[src/serial_status_pkg.sv]
// Function
// - moving the holding character into the shift register sets transmit-empty.
// - transmit-enable low forces transmit-empty to one.
// - a flag clears only on a zero write after reading it as one.
// - writing one to a status flag does nothing.
// - an error-free character moved into receive data sets receive-full.
// - a character completing while receive-full is set raises overrun.
// - asynchronous mode, stop bit sampled zero sets the framing-error flag.
// - framing-error carries no meaning in clocked-synchronous mode.
// - asynchronous with parity, mismatch against selected odd/even sets parity-error.
// - parity-error is meaningless in synchronous mode or without parity.
// - status bits two to zero ignore writes and read as one.
// - status register becomes 0x87 at reset and on standby entry.
// - eight-bit divisor is read/write and with prescaler sets baud rate.
// - divisor loads 0xFF, the slowest rate, at reset and standby.
// - prescaler codes 0..3 divide the clock by 1, 4, 16, 64.
// - asynchronous bit rate is clock over 64 times 4^n times (N+1).
// - synchronous bit rate is clock over 8 times 4^n times (N+1).
// - with receive interrupts on, overrun, framing or parity error requests interrupt.
`default_nettype none
package serial_status_pkg;
    localparam logic [15:0] ADDR_BIT_RATE_DIVISOR = 16'hFFD9;
    localparam logic [15:0] ADDR_SERIAL_STATUS = 16'hFFDC;
    localparam logic [15:0] ADDR_LINK_CONFIG = 16'hFFDD;
    localparam logic [7:0] STATUS_RESET = 8'h87;
    localparam logic [7:0] DIVISOR_RESET = 8'hFF;
    localparam logic [7:0] CONFIG_RESET = 8'h00;
    localparam logic [7:0] READ_UNMAPPED = 8'h00;
    localparam logic [2:0] STATUS_RESERVED_ONES = 3'h7;
    // flag positions inside the status byte
    localparam int BIT_TX_EMPTY = 7;
    localparam int BIT_RX_FULL = 6;
    localparam int BIT_OVERRUN = 5;
    localparam int BIT_FRAMING = 4;
    localparam int BIT_PARITY = 3;
    localparam int FLAG_COUNT = 5;
    localparam int FLAG_LOW_BIT = 3;
    // link configuration register fields
    localparam int CFG_SYNC_MODE = 7;
    localparam int CFG_RX_IRQ_ENABLE = 6;
    localparam int CFG_PARITY_ENABLE = 5;
    localparam int CFG_ODD_PARITY = 4;
    localparam int CFG_TX_ENABLE = 2;
    localparam int CFG_PRESCALE_HIGH = 1;
    localparam int CFG_PRESCALE_LOW = 0;
    // prescaler terminal counts for codes 0..3 (divide by 1, 4, 16, 64)
    localparam logic [5:0] PRESCALE_LAST_0 = 6'h00;
    localparam logic [5:0] PRESCALE_LAST_1 = 6'h03;
    localparam logic [5:0] PRESCALE_LAST_2 = 6'h0F;
    localparam logic [5:0] PRESCALE_LAST_3 = 6'h3F;
    // bit-time stage: 64 rate ticks async, 8 sync
    localparam logic [5:0] ASYNC_BIT_LAST = 6'h3F;
    localparam logic [5:0] SYNC_BIT_LAST = 6'h07;
endpackage
`default_nettype wire

[src/bit_rate_generator.sv]
`timescale 1ns/1ps
`default_nettype none
module bit_rate_generator
    import serial_status_pkg::*;
#(
    parameter int DIV_WIDTH = 8
) (
    // clock and reset
    input wire logic clock,
    input wire logic rstn,
    input wire logic restart,
    // settings
    input wire logic [DIV_WIDTH-1:0] divisor,
    input wire logic [1:0] prescaler_select,
    input wire logic sync_mode,
    // ticks
    output logic rate_tick,
    output logic bit_tick
);
    logic [5:0] prescale_reg;
    logic [5:0] prescale_last;
    logic [DIV_WIDTH-1:0] divide_reg;
    logic [5:0] bit_reg;
    logic [5:0] bit_last;
    logic prescale_tick;
    logic divide_end;

    always_comb begin
        case (prescaler_select)
            2'h0: prescale_last = PRESCALE_LAST_0;
            2'h1: prescale_last = PRESCALE_LAST_1;
            2'h2: prescale_last = PRESCALE_LAST_2;
            default: prescale_last = PRESCALE_LAST_3;
        endcase
    end

    assign bit_last = sync_mode ? SYNC_BIT_LAST : ASYNC_BIT_LAST;
    assign prescale_tick = (prescale_reg >= prescale_last);
    // compare with >= so a smaller setting written mid-count never wraps the whole range
    assign divide_end = prescale_tick && (divide_reg >= divisor);

    always_ff @(posedge clock) begin
        if (!rstn || restart) begin
            prescale_reg <= '0;
        end else if (prescale_tick) begin
            prescale_reg <= '0;
        end else begin
            prescale_reg <= prescale_reg + 6'h01;
        end
    end

    always_ff @(posedge clock) begin
        if (!rstn || restart) begin
            divide_reg <= '0;
        end else if (divide_end) begin
            divide_reg <= '0;
        end else if (prescale_tick) begin
            divide_reg <= divide_reg + DIV_WIDTH'(1);
        end
    end

    always_ff @(posedge clock) begin
        if (!rstn || restart) begin
            bit_reg <= '0;
            rate_tick <= 1'b0;
            bit_tick <= 1'b0;
        end else begin
            rate_tick <= divide_end;
            bit_tick <= divide_end && (bit_reg >= bit_last);
            if (divide_end) begin
                bit_reg <= (bit_reg >= bit_last) ? 6'h00 : bit_reg + 6'h01;
            end
        end
    end
endmodule // bit_rate_generator
`default_nettype wire

[src/serial_status_bit_rate.sv]
// The address-and-strobe port was decided locally.
`timescale 1ns/1ps
`default_nettype none
module serial_status_bit_rate
    import serial_status_pkg::*;
#(
    parameter int DIV_WIDTH = 8
) (
    // clock and reset
    input wire logic clock,
    input wire logic rstn,
    input wire logic standby,
    // register port
    input wire logic [15:0] addr,
    input wire logic [7:0] wdata,
    input wire logic wr,
    input wire logic rd,
    output logic [7:0] rdata,
    // transmit datapath events
    input wire logic tx_transfer,
    // receive datapath events
    input wire logic rx_done,
    input wire logic rx_stop_bit,
    input wire logic rx_parity_bit,
    input wire logic rx_data_parity,
    // status to datapath
    output logic transmit_empty_flag,
    output logic receive_full_flag,
    output logic rx_load_data,
    output logic transmit_enable_bit,
    output logic sync_mode,
    output logic parity_enable,
    output logic odd_parity,
    // interrupt request
    output logic receive_error_interrupt,
    // rate ticks
    output logic rate_tick,
    output logic bit_tick
);
    logic [DIV_WIDTH-1:0] divisor_reg;
    logic [7:0] config_reg;
    logic [FLAG_COUNT-1:0] flags_reg;
    logic [FLAG_COUNT-1:0] armed_reg;
    logic [FLAG_COUNT-1:0] flag_set;
    logic [FLAG_COUNT-1:0] flag_clear;
    logic [7:0] status_value;
    logic [7:0] rdata_next;
    logic init;
    logic sel_divisor;
    logic sel_status;
    logic sel_config;
    logic tx_enable_now;
    logic async_mode;
    logic framing_event;
    logic parity_event;
    logic overrun_event;
    logic good_char_event;
    logic parity_mismatch;
    logic error_pending;

    // standby re-initialises exactly like reset
    assign init = !rstn || standby;

    assign sel_divisor = (addr == ADDR_BIT_RATE_DIVISOR);
    assign sel_status = (addr == ADDR_SERIAL_STATUS);
    assign sel_config = (addr == ADDR_LINK_CONFIG);

    assign tx_enable_now = config_reg[CFG_TX_ENABLE];
    assign async_mode = !config_reg[CFG_SYNC_MODE];

    // receive event classification
    assign parity_mismatch = ((rx_data_parity ^ rx_parity_bit) != config_reg[CFG_ODD_PARITY]);
    // framing is only judged in asynchronous mode
    assign framing_event = rx_done && async_mode && !rx_stop_bit;
    // parity only judged when the format carries a parity bit
    assign parity_event = rx_done && async_mode && config_reg[CFG_PARITY_ENABLE] && parity_mismatch;
    // the unread character is kept; the new one is dropped
    assign overrun_event = rx_done && flags_reg[BIT_RX_FULL - FLAG_LOW_BIT];
    assign good_char_event = rx_done && !framing_event && !parity_event && !overrun_event;

    // hardware set sources per flag
    always_comb begin
        flag_set = '0;
        flag_set[BIT_TX_EMPTY - FLAG_LOW_BIT] = tx_transfer || !tx_enable_now;
        flag_set[BIT_RX_FULL - FLAG_LOW_BIT] = good_char_event;
        flag_set[BIT_OVERRUN - FLAG_LOW_BIT] = overrun_event;
        flag_set[BIT_FRAMING - FLAG_LOW_BIT] = framing_event;
        flag_set[BIT_PARITY - FLAG_LOW_BIT] = parity_event;
    end

    // one read-then-clear slice per flag
    genvar i;
    generate
        for (i = 0; i < FLAG_COUNT; i++) begin : g_flag
            // a zero write clears only after the flag was seen as one
            assign flag_clear[i] = wr && sel_status && !wdata[FLAG_LOW_BIT + i] && armed_reg[i];

            always_ff @(posedge clock) begin
                if (init) begin
                    flags_reg[i] <= STATUS_RESET[FLAG_LOW_BIT + i];
                end else if (flag_set[i]) begin
                    // set beats a same-cycle clear so no event is lost
                    flags_reg[i] <= 1'b1;
                end else if (flag_clear[i]) begin
                    flags_reg[i] <= 1'b0;
                end
                // writing one leaves the flag alone
            end

            always_ff @(posedge clock) begin
                if (init) begin
                    armed_reg[i] <= 1'b0;
                end else if (wr && sel_status) begin
                    // any status write consumes the read; a fresh read is needed next time
                    armed_reg[i] <= 1'b0;
                end else if (rd && sel_status && flags_reg[i]) begin
                    armed_reg[i] <= 1'b1;
                end else if (!flags_reg[i]) begin
                    armed_reg[i] <= 1'b0;
                end
            end
        end
    endgenerate

    // reserved low bits are constant ones
    assign status_value = {flags_reg, STATUS_RESERVED_ONES};

    // divisor register
    always_ff @(posedge clock) begin
        if (init) begin
            divisor_reg <= DIVISOR_RESET[DIV_WIDTH-1:0];
        end else if (wr && sel_divisor) begin
            divisor_reg <= wdata[DIV_WIDTH-1:0];
        end
    end

    // link configuration register
    always_ff @(posedge clock) begin
        if (init) begin
            config_reg <= CONFIG_RESET;
        end else if (wr && sel_config) begin
            config_reg <= wdata;
        end
    end

    // read mux, unmapped addresses answer zero
    always_comb begin
        rdata_next = READ_UNMAPPED;
        if (sel_divisor) begin
            rdata_next = '0;
            rdata_next[DIV_WIDTH-1:0] = divisor_reg;
        end else if (sel_status) begin
            rdata_next = status_value;
        end else if (sel_config) begin
            rdata_next = config_reg;
        end
    end

    // read data stand only in the cycle after the strobe
    always_ff @(posedge clock) begin
        if (init) begin
            rdata <= READ_UNMAPPED;
        end else if (rd) begin
            rdata <= rdata_next;
        end else begin
            rdata <= READ_UNMAPPED;
        end
    end

    // error level from the sticky flags
    assign error_pending = flags_reg[BIT_OVERRUN - FLAG_LOW_BIT]
        || flags_reg[BIT_FRAMING - FLAG_LOW_BIT]
        || flags_reg[BIT_PARITY - FLAG_LOW_BIT];

    always_ff @(posedge clock) begin
        if (init) begin
            receive_error_interrupt <= 1'b0;
        end else begin
            receive_error_interrupt <= config_reg[CFG_RX_IRQ_ENABLE] && error_pending;
        end
    end

    // status and settings toward the datapath
    always_ff @(posedge clock) begin
        if (init) begin
            transmit_empty_flag <= STATUS_RESET[BIT_TX_EMPTY];
            receive_full_flag <= STATUS_RESET[BIT_RX_FULL];
        end else begin
            // the holding register may only be reloaded by software while this reads one
            transmit_empty_flag <= flags_reg[BIT_TX_EMPTY - FLAG_LOW_BIT];
            receive_full_flag <= flags_reg[BIT_RX_FULL - FLAG_LOW_BIT];
        end
    end

    always_ff @(posedge clock) begin
        if (init) begin
            rx_load_data <= 1'b0;
        end else begin
            rx_load_data <= good_char_event;
        end
    end

    always_ff @(posedge clock) begin
        if (init) begin
            transmit_enable_bit <= CONFIG_RESET[CFG_TX_ENABLE];
            sync_mode <= CONFIG_RESET[CFG_SYNC_MODE];
            parity_enable <= CONFIG_RESET[CFG_PARITY_ENABLE];
            odd_parity <= CONFIG_RESET[CFG_ODD_PARITY];
        end else begin
            transmit_enable_bit <= config_reg[CFG_TX_ENABLE];
            sync_mode <= config_reg[CFG_SYNC_MODE];
            parity_enable <= config_reg[CFG_PARITY_ENABLE];
            odd_parity <= config_reg[CFG_ODD_PARITY];
        end
    end

    // rate generation; a new divisor is compared at once and governs the count already running
    bit_rate_generator #(
        .DIV_WIDTH(DIV_WIDTH)
    ) u_rate (
        .clock(clock),
        .rstn(rstn),
        .restart(standby),
        .divisor(divisor_reg),
        .prescaler_select({config_reg[CFG_PRESCALE_HIGH], config_reg[CFG_PRESCALE_LOW]}),
        .sync_mode(config_reg[CFG_SYNC_MODE]),
        .rate_tick(rate_tick),
        .bit_tick(bit_tick)
    );
endmodule // serial_status_bit_rate
`default_nettype wire

[config.mk]
export PLATFORM = sky130hd
export DESIGN_NAME = serial_status_bit_rate
export DESIGN_NICKNAME = d
export VERILOG_FILES = /design/src/serial_status_pkg.sv /design/src/bit_rate_generator.sv /design/src/serial_status_bit_rate.sv
export SDC_FILE = /design/constraint.sdc
export NUM_CORES = 1
export LEC_CHECK = 0
export BUFFER_PORTS_ARGS = -buffer_cell sky130_fd_sc_hd__buf_2
export CAP_MARGIN = 20
export CORE_AREA = 2 2 96 98
export CTS_CLUSTER_SIZE = 10
export DETAILED_ROUTE_END_ITERATION = 7
export DIE_AREA = 0 0 98 100
export PLACE_DENSITY = 0.66
export SETUP_SLACK_MARGIN = 0.5
export SYNTH_ARGS = -nofsm -noshare
export SYNTH_HDL_FRONTEND = slang
export SYNTH_SLANG_ARGS = --single-unit
export TNS_END_PERCENT = 1
[constraint.sdc]
create_clock -name clock -period 5.15 [get_ports clock]
set_input_delay 0 -clock clock [delete_from_list [all_inputs] [get_ports clock]]
set_output_delay 0 -clock clock [all_outputs]
set_load 0.005 [all_outputs]
==> results.txt <==
H-tree depth = 3
antenna viol nets, final = 0
Worst Setup Start Kind = register
num ports = 52
CP arrival = 2.72 ns
CP Class = register to register
Max Buffers Root-to-Sink = 2
async set or reset register ratio after synthesis = 0
Reg-to-Reg End = u_rate.bit_reg[4]
share of layout cells above drive strength 1 = 0.194
final core utilization = 0.414
CTS tree = built
outcome = finished clean
R2R setup slack = 2.69 ns
Core ar. = 0.00889 mm2
Top FF cell, synth = dfxtp_1
Die Area = 0.00980 mm2
TNS Setup = 0 ns
Detailed Place HPWL = 4730 um
Yosys top cell area share = 0.425
final std cells w/o fill = 508
fillers = 894
fin crit share = 0.479
EDFF count, synth = 0
Yosys reg bits = 64
post-place setup slack = 2.69 ns
net count after synthesis = 383
leading area contributor after synthesis = dfxtp_1
Worst R2R Path Depth = 7
initial antenna violation count = 0
reg2reg start = config_reg[0]
Yosys warnings = 0
ANT cells = 0
# rows = 35
Hold WS = 0.0756 ns
WP data required = 5.40 ns
area delta synth->final = 22.1%
final setup fails = 0
Starting Density = 0.339
Via density = 5.15
highest achievable clock rate = 406 MHz
clk sinks = 64
Resized Gates After CTS = 0
Max-Cap Viols = 0
DR DRC count = 0
wire length after detailed routing = 6640 um
most frequent cells in the layout = 64 x dfxtp_1, 51 x buf_2, 33 x nor2_1, 29 x nand3_1, 22 x nand2_1
commonest non-fill, non-tap cell in the layout = dfxtp_1
Setup crit end = u_rate.bit_reg[4]
dpl cells = 480
Tmin final = 2.46 ns
Post-Syn Area = 0.00302 mm2
total power draw = 0.992 mW
synthesized area per cell = 9.17 um2
crit path launch = config_reg[0]
RSZ-0062 raised after global routing = no
Die W = 98 um
vias in the first global route = 2472
GP Congestion = 0.782
Design Area, Final = 0.00368 mm2
Initial DRT Pass Iterations = 5
dominant cells by area after synthesis = dfxtp_1 42%, ha_1 8.3%, mux2i_1 7.0%
Seq/Total Area, Yosys = 0.425
VDD IR max = 0.000111 V
leakage power = 1.81 nW
Min-Delay Path Class = input port to register
largest net degree at the start of global routing = 39
power per cell area = 269 mW/mm2
Placed Area = 0.00336 mm2
crit end category = register
Wirelength per Cell = 13.1 um
final setup margin = 2.69 ns
Clock Latency Late Sink = 0.35 ns
GRT Util Overall = 0.141
final net count = 446
first-pass GRT wire length = 11300 um
CTS root buffer = clkbuf_8
Worst-Margin Slew = 0.859 ns
max-slew violation count = 0
max_slew headroom = 0.424
Iter 0 DRT Violations = 138
IO Port Bufs = 51
crit-path max FO = 18
CTS clk-pin slew, worst paths = 0.07 ns
Hold Vio Cnt, Final = 0
Die H = 100 um
CTS Buf Count = 9
Distinct cells, synth = 49
via count = 2617
Post-Syn Instances = 329
GR Overflow Total = 0
Worst Clk Skew = 0.00852 ns
==> cells in the mapped netlist (all sizes together), types with 2 or more instances <==
master and count:
nand4b 2, o21ai 9, nand2 22, o21a 3, dfxtp 64, xnor2 4, nor4 2, nand2b 8
o31ai 2, nand3 29, nand4 7, nor2 33, o41ai 2, nand3b 3, mux2i 21, a21oi 16
and2 4, xor2 2, nor3b 3, nor3 6, ha 20, o211ai 3, inv 12, or3 2
o311ai 4, clkbuf 7, nor2b 6, buf 6, o211a 5, or2 5, and3 6, a21o 2
==> where the power goes <==
| group | leakage [nW] | switching (mW) | internal, mW |
|---|---|---|---|
| clock network | 0.0966 | 0.214 | 0.227 |
| logic | 1.20 | 0.0275 | 0.0250 |
| registers | 0.516 | 0.00172 | 0.496 |
| total | 1.81 | 0.243 | 0.749 |
==> layout make-up <==
type                    instances  area (um2)  share of cell area
clock buffers                   9         124              0.0336
clock inverters                 7        76.3              0.0207
inverters                      13        48.8              0.0132
multi-input cells             239        1630               0.441
flip-flops and latches         64        1280               0.348
well taps                     111         139              0.0377
repair buffers                 65         390               0.106
==> worst min path at each step <==
stage	cells past startpoint	from	slack [ns]	endpoint
after floorplan	1	tx_transfer	0.11	flags_reg[4]
after global placement	2	tx_transfer	0.19	flags_reg[4]
after detailed placement	2	tx_transfer	0.19	flags_reg[4]
after CTS	3	addr[2]	0.06	rdata[2]
after global routing	3	addr[2]	0.07	rdata[2]
final	3	addr[2]	0.08	rdata[2]
==> critical path, cell delays in order, from the launching register on <==
cell and delay [ns]:
dfxtp_1 0.33, or2_2 0.31, ha_1 0.27, nor3b_1 0.04, o21a_1 0.19, or2_1 0.45
or3_4 0.52, o41ai_2 0.27
==> metal layers <==
| metal | up-vias | track usage | part of all wire |
|---|---|---|---|
| met1 | 1232 | 0.173 | 0.46 |
| met3 | 14 | 0.0202 | 0.044 |
| met2 | 69 | 0.236 | 0.47 |
| met5 | - | 0 | 0 |
| li1 | 1302 | - | - |
| met4 | 0 | 0.0833 | 0.025 |
==> cells by family after synthesis <==
logic type | count (synthesis) | share of synthesized area
mux | 21 | 0.0697
flops | 64 | 0.425
fa+ha+maj | 20 | 0.0829
xor+xnor | 6 | 0.0174
buf+inv | 26 | 0.0377
simple gates | 140 | 0.245
compound gates | 52 | 0.123
==> repair_timing <==
item | 4_1_cts | 5_1_grt
setup buffers | 0 | 0
setup endpoints to repair | 0 | 0
hold buffers | 12 | 0
endpoints found under the hold margin | 21 | 0
No activity file was read; power rests on OpenSTA's default activity.
